==> src/matd_defs.svh <==
// Register indices, field positions, reset values and limits of the activity detector
`ifndef MATD_DEFS_SVH
`define MATD_DEFS_SVH

`define MATD_IDX_SCTL 8'h10
`define MATD_IDX_CTRL 8'h13
`define MATD_IDX_CFG 8'h14
`define MATD_IDX_STATUS 8'h15
`define MATD_IDX_MASK 8'h16

`define MATD_SCTL_EN 0
`define MATD_SCTL_PD_LO 4
`define MATD_SCTL_PD_HI 6
`define MATD_CTRL_MODE 7
`define MATD_CTRL_COMB 6
`define MATD_CTRL_VAL_HI 5
`define MATD_CFG_RST 7
`define MATD_CFG_MUX_HI 6
`define MATD_CFG_MUX_LO 4
`define MATD_CFG_CNTEN 3
`define MATD_CFG_SEL_HI 2
`define MATD_STAT_WAKE 0
`define MATD_STAT_AX_LO 1
`define MATD_STAT_AX_HI 3

`define MATD_RST_SCTL 8'h00
`define MATD_RST_CTRL 2'h0
`define MATD_RST_CFG 8'h00
`define MATD_RST_STATUS 4'h0
`define MATD_RST_MASK 4'h0
`define MATD_RST_HIDDEN 6'h00

`define MATD_SEL_NONE_LO 3'h0
`define MATD_SEL_NONE_HI 3'h4
`define MATD_MUX_MAX 3'h5
`define MATD_DELTA_MAX 11'h7ff
`define MATD_CNT_MAX 6'h3f

`endif

==> src/matd_pkg.sv <==
// Types shared by the activity detector
package matd_pkg;
  typedef enum logic {MATD_COMB_OR, MATD_COMB_AND} matd_comb_t;
  typedef enum logic {MATD_DELTA_PREV, MATD_DELTA_BASE} matd_method_t;
  typedef logic [5:0] matd_hval_t;
  typedef logic signed [11:0] matd_smp_t;
endpackage

==> src/matd_top.sv <==
// Three-axis activity threshold detector with AHB-Lite register slave
//
// Summary of operation
// RQ1 - Each active axis forms a delta per sample and detects only when it is strictly above its threshold.
// RQ2 - Every axis has its own threshold and may need several detections before its wake flag sets.
// RQ3 - Six hidden values sit behind the low six bits of the control register, picked by a 3-bit selector.
// RQ4 - Selector 1..3 pick the X/Y/Z thresholds, 5..7 the X/Y/Z counts, and 0 and 4 pick nothing.
// RQ5 - Each threshold is an unsigned 6-bit value applied only to its own axis.
// RQ6 - Each count holds the wanted number of events minus one, so zero means a single event.
// RQ7 - Control bit 6 picks OR (0, reset) or AND (1) combining of the axis wake flags.
// RQ8 - In OR combining the wakeup rises as soon as any active axis has met threshold and count.
// RQ9 - In AND combining the wakeup rises only when all active axes have met threshold and count.
// RQ10 - An axis whose power-down bit is set takes no part in the combination.
// RQ11 - Control bit 7 at 0 takes the delta against the previous sample.
// RQ12 - Control bit 7 at 1 keeps the first sample after entering watch mode as baseline for the delta.
// RQ13 - The low six control bits read and write the hidden value that the selector points at.
// RQ14 - A 3-bit window picks six bits of the 11-bit delta, and a delta above the window still detects.
// RQ15 - A manual reset bit that software sets and clears re-arms the detector after a wakeup.
// RQ16 - The delta is a magnitude and a per-axis counter sets the axis flag once it passes the count.
// RQ17 - All control bits and hidden values reset to zero.
`include "matd_defs.svh"
`timescale 1ns/1ps
`default_nettype none

module matd_top
  import matd_pkg::*;
(
  input wire logic hclk,
  input wire logic hresetn,
  input wire logic hsel,
  input wire logic [31:0] haddr,
  input wire logic [1:0] htrans,
  input wire logic hwrite,
  input wire logic [2:0] hsize,
  input wire logic [31:0] hwdata,
  input wire logic hready,
  output logic [31:0] hrdata,
  output logic hreadyout,
  output logic hresp,
  input wire logic sample_valid,
  input wire logic [11:0] sample_x,
  input wire logic [11:0] sample_y,
  input wire logic [11:0] sample_z,
  output logic wakeup,
  output logic irq
);

  // Bus state
  logic wr_pend_r;
  logic [7:0] wr_idx_r;
  logic [31:0] hrdata_r;
  logic hreadyout_r;
  logic hresp_r;

  // Software state
  logic [7:0] sctl_r;
  logic [1:0] ctrl_r;
  logic [7:0] cfg_r;
  logic [3:0] status_r;
  logic [3:0] mask_r;
  logic [5:0][5:0] hidden_r;

  // Detector state
  logic [2:0][11:0] prev_r;
  logic [2:0][11:0] base_r;
  logic [2:0][5:0] cnt_r;
  logic [2:0] flag_r;
  logic first_r;
  logic wake_r;
  logic irq_r;

  // Address phase decode
  wire logic take = hsel && hready && htrans[1];
  wire logic take_rd = take && !hwrite;
  wire logic take_wr = take && hwrite;
  wire logic [7:0] a_idx = haddr[9:2];

  // Data phase write strobes
  wire logic wr_sctl = wr_pend_r && (wr_idx_r == `MATD_IDX_SCTL);
  wire logic wr_ctrl = wr_pend_r && (wr_idx_r == `MATD_IDX_CTRL);
  wire logic wr_cfg = wr_pend_r && (wr_idx_r == `MATD_IDX_CFG);
  wire logic wr_stat = wr_pend_r && (wr_idx_r == `MATD_IDX_STATUS);
  wire logic wr_mask = wr_pend_r && (wr_idx_r == `MATD_IDX_MASK);

  // Configuration fields
  wire logic watch_en = sctl_r[`MATD_SCTL_EN];
  wire logic [2:0] pd = sctl_r[`MATD_SCTL_PD_HI:`MATD_SCTL_PD_LO];
  wire matd_method_t method = matd_method_t'(ctrl_r[1]);
  wire matd_comb_t comb = matd_comb_t'(ctrl_r[0]);
  wire logic [2:0] sel = cfg_r[`MATD_CFG_SEL_HI:0];
  wire logic [2:0] mux = cfg_r[`MATD_CFG_MUX_HI:`MATD_CFG_MUX_LO];
  wire logic cnten = cfg_r[`MATD_CFG_CNTEN];
  wire logic sniff_rst = cfg_r[`MATD_CFG_RST];
  wire logic [2:0] shift = (mux > `MATD_MUX_MAX) ? `MATD_MUX_MAX : mux; // RQ14

  // Hidden value selection: 1..3 thresholds, 5..7 counts, 0 and 4 nothing
  wire logic sel_none = (sel == `MATD_SEL_NONE_LO) || (sel == `MATD_SEL_NONE_HI); // RQ4
  wire logic [2:0] hid_idx = sel[2] ? (3'(sel[1:0]) + 3'h2) : (3'(sel[1:0]) - 3'h1); // RQ3
  wire logic [5:0] hid_rd = sel_none ? 6'h00 : hidden_r[hid_idx]; // RQ13

  // Samples and per-axis settings
  wire logic [2:0][11:0] smp = {sample_z, sample_y, sample_x};
  wire logic [2:0][5:0] thr = {hidden_r[2], hidden_r[1], hidden_r[0]}; // RQ5
  wire logic [2:0][5:0] cval = {hidden_r[5], hidden_r[4], hidden_r[3]}; // RQ6

  // Detection is held off on the baseline sample and while re-arming
  wire logic clr = !watch_en || sniff_rst; // RQ15
  wire logic run = sample_valid && watch_en && !first_r && !sniff_rst;

  logic [2:0] det;
  logic [2:0] hit;
  logic [2:0] flag_nxt;
  logic [2:0][5:0] cnt_nxt;
  logic [2:0][11:0] prev_nxt;
  logic [2:0][11:0] base_nxt;

  for (genvar i = 0; i < 3; i++)
  begin : g_axis
    wire logic [11:0] refv = (method == MATD_DELTA_BASE) ? base_r[i] : prev_r[i]; // RQ11 RQ12
    wire logic signed [12:0] diff = $signed({smp[i][11], smp[i]}) - $signed({refv[11], refv});
    // Magnitude saturates to the 11-bit delta range
    wire logic [12:0] mag = diff[12] ? 13'(-diff) : 13'(diff); // RQ16
    wire logic [10:0] dlt = (mag > 13'(`MATD_DELTA_MAX)) ? `MATD_DELTA_MAX : mag[10:0];
    wire logic [10:0] shd = dlt >> shift; // RQ14
    wire logic ovf = |shd[10:6]; // RQ14
    wire logic reached = !cnten || (cnt_r[i] >= cval[i]); // RQ2 RQ6 RQ16
    assign det[i] = ovf || (shd[5:0] > thr[i]); // RQ1
    assign hit[i] = run && det[i]; // RQ1
    assign flag_nxt[i] = clr ? 1'b0 : (flag_r[i] || (hit[i] && reached)); // RQ2 RQ15
    // Counter stops at its top so that it cannot wrap back below the count
    assign cnt_nxt[i] = clr ? 6'h00 :
                        (hit[i] && (cnt_r[i] != `MATD_CNT_MAX)) ? 6'(cnt_r[i] + 6'h01) : cnt_r[i]; // RQ16
    assign prev_nxt[i] = (sample_valid && watch_en) ? smp[i] : prev_r[i]; // RQ11
    assign base_nxt[i] = (sample_valid && watch_en && first_r) ? smp[i] : base_r[i]; // RQ12
  end

  // Combining of the axis flags, powered-down axes left out
  wire logic [2:0] act = ~pd; // RQ10
  wire logic or_wake = |(flag_r & act); // RQ8 RQ10
  wire logic and_wake = (|act) && (&(flag_r | pd)); // RQ9 RQ10
  wire logic wake_nxt = (comb == MATD_COMB_AND) ? and_wake : or_wake; // RQ7

  // Sticky events; a set in the clearing cycle wins
  wire logic [3:0] ev_set = {flag_nxt & ~flag_r, wake_nxt && !wake_r};
  wire logic [3:0] ev_clr = wr_stat ? hwdata[3:0] : 4'h0;
  wire logic [3:0] status_nxt = (status_r & ~ev_clr) | ev_set;

  // Read mux; reserved bits read as zero
  wire logic [31:0] rd_sctl = {24'h0, sctl_r};
  wire logic [31:0] rd_ctrl = {24'h0, ctrl_r, hid_rd}; // RQ13
  wire logic [31:0] rd_cfg = {24'h0, cfg_r};
  wire logic [31:0] rd_stat = {28'h0, status_r};
  wire logic [31:0] rd_mask = {28'h0, mask_r};
  wire logic [31:0] rd_mux = (a_idx == `MATD_IDX_SCTL) ? rd_sctl :
                             (a_idx == `MATD_IDX_CTRL) ? rd_ctrl :
                             (a_idx == `MATD_IDX_CFG) ? rd_cfg :
                             (a_idx == `MATD_IDX_STATUS) ? rd_stat :
                             (a_idx == `MATD_IDX_MASK) ? rd_mask : 32'h0;

  // Bus slave: not ready in reset, ready from the first clock after reset, read data registered at the address phase
  always_ff @(posedge hclk or negedge hresetn)
  begin
    if (!hresetn)
    begin
      wr_pend_r <= 1'b0;
      wr_idx_r <= 8'h00;
      hrdata_r <= 32'h0;
      hreadyout_r <= 1'b0;
      hresp_r <= 1'b0;
    end
    else
    begin
      wr_pend_r <= take_wr;
      wr_idx_r <= take_wr ? a_idx : wr_idx_r;
      hrdata_r <= take_rd ? rd_mux : 32'h0;
      hreadyout_r <= 1'b1;
      // Every transfer is answered OKAY, unmapped ones included
      hresp_r <= 1'b0;
    end
  end

  // Software registers
  always_ff @(posedge hclk or negedge hresetn)
  begin
    if (!hresetn)
    begin
      sctl_r <= `MATD_RST_SCTL; // RQ17
      ctrl_r <= `MATD_RST_CTRL; // RQ17
      cfg_r <= `MATD_RST_CFG; // RQ17
      mask_r <= `MATD_RST_MASK;
      status_r <= `MATD_RST_STATUS;
    end
    else
    begin
      sctl_r <= wr_sctl ? {1'b0, hwdata[6:4], 3'h0, hwdata[0]} : sctl_r;
      ctrl_r <= wr_ctrl ? hwdata[7:6] : ctrl_r; // RQ7 RQ11
      cfg_r <= wr_cfg ? hwdata[7:0] : cfg_r;
      mask_r <= wr_mask ? hwdata[3:0] : mask_r;
      status_r <= status_nxt;
    end
  end

  // Hidden values, written through the control register's low field
  for (genvar k = 0; k < 6; k++)
  begin : g_hidden
    wire logic hit_k = wr_ctrl && !sel_none && (hid_idx == 3'(k)); // RQ3 RQ4 RQ13
    always_ff @(posedge hclk or negedge hresetn)
    begin
      if (!hresetn)
        hidden_r[k] <= `MATD_RST_HIDDEN; // RQ17
      else if (hit_k)
        hidden_r[k] <= hwdata[`MATD_CTRL_VAL_HI:0];
    end
  end

  // Detector pipeline
  always_ff @(posedge hclk or negedge hresetn)
  begin
    if (!hresetn)
    begin
      prev_r <= '0;
      base_r <= '0;
      cnt_r <= '0;
      flag_r <= 3'h0;
      first_r <= 1'b1;
      wake_r <= 1'b0;
      irq_r <= 1'b0;
    end
    else
    begin
      prev_r <= prev_nxt;
      base_r <= base_nxt;
      cnt_r <= cnt_nxt;
      flag_r <= flag_nxt;
      // First sample after watch mode starts is the baseline
      first_r <= !watch_en || (first_r && !sample_valid); // RQ12
      wake_r <= wake_nxt;
      irq_r <= |(status_r & mask_r);
    end
  end

  assign hrdata = hrdata_r;
  assign hreadyout = hreadyout_r;
  assign hresp = hresp_r;
  assign wakeup = wake_r;
  assign irq = irq_r;
endmodule

`default_nettype wire

==> config.mk <==
export PLATFORM = sky130hd
export DESIGN_NAME = matd_top
export DESIGN_NICKNAME = d
export VERILOG_FILES = /design/src/matd_pkg.sv /design/src/matd_top.sv
export VERILOG_INCLUDE_DIRS = /design/src
export SDC_FILE = /design/constraint.sdc
export NUM_CORES = 1
export LEC_CHECK = 0
export CORE_MARGIN = 2
export CORE_UTILIZATION = 59
export CTS_BUF_LIST = sky130_fd_sc_hd__clkbuf_16
export CTS_CLUSTER_SIZE = 20
export DETAILED_ROUTE_END_ITERATION = 12
export DONT_BUFFER_PORTS = 1
export PLACE_DENSITY = 0.78
export REMOVE_ABC_BUFFERS = 1
export SLEW_MARGIN = 25
export SYNTH_ARGS = -nofsm -noshare
export SYNTH_HDL_FRONTEND = slang
export SYNTH_SLANG_ARGS = --single-unit
==> constraint.sdc <==
create_clock -name hclk -period 5.9 [get_ports hclk]
set_input_delay 1.18 -clock hclk [delete_from_list [all_inputs] [get_ports hclk]]
set_output_delay 1.18 -clock hclk [all_outputs]
set_load 0.01 [all_outputs]
==> key figures <==
Status
  – Status: finished, final reports clean

Floorplan
  – I/O Pins: 147
  – Rows: 53
  – Die footprint: 0.02290 mm²
  – Die width: 151.3 µm
  – Core footprint: approximately 0.021 mm²
  – Initial Utilization: between 60 and 70%
  – Die height: 151.3 µm

Pwr
  – P_sw: around 2 mW
  – Part of the power in combinational logic: 47.3%
  – Clock power share: around 23%
  – Leakage: 6.383 nW
  – Peak supply drop: about 0.00023 V
  – Sequential power share: ~30%
  – Pwr dens: 363.7 mW/mm²
  – Sw Ratio: 39.42%
  – Pint: approximately 3.1 mW

Layout
  – Finished Layout Cells: roughly 1,700
  – Diodes inserted: 0
  – Layout area overhead: 11.29%
  – Commonest non-fill, non-tap cell in the layout: dfrtp_1
  – Share of cells above drive strength 1: between 10% and 20%
  – Nets: approximately 1,600
  – Layout fillers: approximately 1,700
  – Final core occ: 67.37%
  – Most frequent cells in the layout: 170 x dfrtp_1, 166 x nand2_1, 111 x o21ai_0, 98 x mux2_2, 83 x nor2_1

Synth
  – Yosys reg bits: about 170
  – Synth warn: 0
  – Cells after Synth: ~1,400
  – Synth Area per Inst: slightly above 9 µm²
  – Yosys cell types: 100
  – Post-synth ARST share: 100.0%
  – Post-synth EDFFs: 0
  – Main synth FF type: dfrtp_1
  – Post-synthesis sequential area ratio: 33.62%
  – Mapped Area: 0.01281 mm²

Clock network
  – Clk buf depth: 2
  – Clk root buf: clkbuf_16
  – Worst-skew pair later-pin latency: 0.45 ns
  – CTS Hold Buffers Added: 0
  – CTS tree: yes
  – Sinks on Clock Net: between 150 and 200
  – Worst-path clk slew: 0.08 ns
  – H-tree Lvls: 4
  – Total CTS buffers: 17

Placement
  – Buffers on Ports: 0
  – DP HPWL: 21.45 mm
  – Placed cells: around 1,700
  – Placer congestion estimate: 0.8896

Route
  – Overall via count from detail_route: between 10,000 and 15,000
  – DR vias/cell: 6.212
  – DR WL/cell: around 17 µm
  – DRC viols: 0
  – WL final: 30.14 mm
  – Antenna Nets Post-Route: 0
  – DRT Pass-1 Iters: 5
  – DR iter-0 viols: around 750

Timing
  – Max frequency: 0.1746 GHz
  – Skew final: 0.01480 ns
  – Slew of the pin with the lowest slew margin: 1.073 ns
  – Setup_tns: 0 ns
  – Final hold vios: 0
  – Final Max Tran Viols: 0
  – Final setup violation count: 0
  – Unrepaired setup endpoints after global routing: yes
  – Minimum clock period: 5.727 ns
  – Final worst path period share: 97.06%
  – Normalized max-slew margin: 27.90%

Setup path
  – Worst flop-to-flop path startpoint: ctrl_r[1]
  – WP data arrival: 6.04 ns
  – R2R Path End: cnt_r[11]
  – Critical Path RT: around 6.2 ns
  – Crit path kind: reg2reg
  – Critical path fanouts, max: 8
  – Worst r2r path cells: 25
  – Setup crit start kind: register
  – Flop2flop setup slack: 0.17 ns
  – Crit. End Element: register

Global routing
  – First-pass GRT wire length: between 40 and 50 mm
  – Vias in the first global route: 10,380
  – Global route overflow: 0
  – Gr usage total: 26.55%
  – Initial antenna violation count: 0
  – Pin count of the biggest net entering global routing: ~170

Run
  – MaxCap Viol Count: 0

Min path
  – HP Class: in2async
## power by group through the flow
| stage | clock network [mW] | registers [mW] | logic [mW] |
|---|---|---|---|
| final | 1.19 | 1.54 | 2.45 |
| after floorplan | 0 | 1.52 | 1.75 |
| after global routing | 1.26 | 1.57 | 2.72 |
| after detailed placement | 0 | 1.56 | 2.29 |
| after CTS | 1.21 | 1.54 | 2.32 |
| after global placement | 0 | 1.54 | 2.23 |
## final cells by class
cell class,count,area [µm²],area share (%)
multi-input cells,1111,8162,57.26
flip-flops and latches,172,4309,30.23
repair buffers,72,540.5,3.792
clock buffers,17,425.4,2.985
well taps,275,344.1,2.414
inverters,69,259.0,1.817
clock inverters,15,212.7,1.492
## synth_stat cells (all sizes together), types with 18 or more instances
cell type  instances  share of area [%]
nor3              23               0.98
a21oi             64                2.6
nand3             37                1.6
dfrtp            171                 33
nor2b             21                1.0
o21ai            123                4.8
xnor2             30                2.1
nor2              86                2.5
nand2b            18               0.88
inv               67                2.0
buf               37                2.0
mux2i             51                4.0
ha                79                7.7
nand2            169                5.0
mux2              98                8.6
a21o              22                1.3
clkbuf            45                1.3
xor2              19                1.4
## stage by stage
stage / instance area (µm²) / power, mW / worst slack [ns] / hold slack, ns
after floorplan: 12470 / 3.266 / -0.3632 / 0.4376
after global placement: 13290 / 3.773 / -0.07651 / 0.4568
after detailed placement: 13290 / 3.853 / -0.3017 / 0.4684
after CTS: 13930 / 5.065 / 0.01280 / 0.4213
after global routing: 14250 / 5.559 / -0.05821 / 0.4128
final: 14250 / 5.184 / 0.1734 / 0.4342
## critical path, cell delays in order, from the launching register on
cell	delay (ns)
dfrtp_4	0.53
clkbuf_4	0.26
buf_4	0.13
mux2i_1	0.18
ha_2	0.34
buf_4	0.19
a21oi_2	0.20
xor2_1	0.22
o211ai_1	0.15
or3_4	0.36
o311a_1	0.38
a21oi_2	0.20
buf_4	0.19
a31oi_1	0.11
ha_1	0.34
nor2b_1	0.14
o21a_1	0.17
o21ai_0	0.16
nand2b_1	0.07
a21oi_1	0.19
nor2b_1	0.08
o221ai_1	0.20
o2111a_2	0.26
o211ai_4	0.15
a41oi_2	0.29
nor3_2	0.07
## how the worst max path moves through the flow
stage,startpoint,to,slack (ns)
global route,ctrl_r[1],cnt_r[17],-0.06
finish,ctrl_r[1],cnt_r[11],0.17
CTS,ctrl_r[1],cnt_r[11],0.01
global placement,sample_y[0],cnt_r[11],-0.08
detailed placement,sample_y[0],cnt_r[11],-0.30
floorplan,ctrl_r[1],cnt_r[11],-0.36
## layer usage
metal  up-vias  wire [µm]  part of all wire [%]  global-route usage [%]
li1       5162          -                     -                       -
met3        70       1718                   5.7                   5.211
met5         -          0                     0                       0
met2       332      14520                    48                   44.84
met1      5189      13100                    43                   34.05
met4         0        807                   2.7                   9.112
## registers in the layout, indices dropped and copies added, names as in the netlist, 8 cells and up
register / flops
prev_r: 36
cfg_r: 8
cnt_r: 18
wr_idx_r: 8
hidden_r: 18
base_r: 36
cval: 18
hrdata: 8
## kinds of logic (layout without fill, tap and decap cells)
family | after synthesis | count (layout) | share of synthesized area (%)
other | 2 | 26 | 0.05864
AO/OA/AOI/OAI | 357 | 357 | 18.86
AND/OR/NAND/NOR | 441 | 441 | 16.79
multiplexers | 155 | 156 | 13.69
flip-flops | 172 | 172 | 33.62
XOR/XNOR | 49 | 49 | 3.468
adder cells (fa/ha/maj) | 82 | 82 | 8.188
buffers and inverters | 151 | 173 | 5.335
## timing repair
action	4_1_cts	5_1_grt
gates cloned	0	1
endpoints found under the setup margin	1	24
pin swaps	0	19
gates resized for setup	1	47
buffers inserted	0	10
Note: power is estimated with default switching activity, not from simulation.
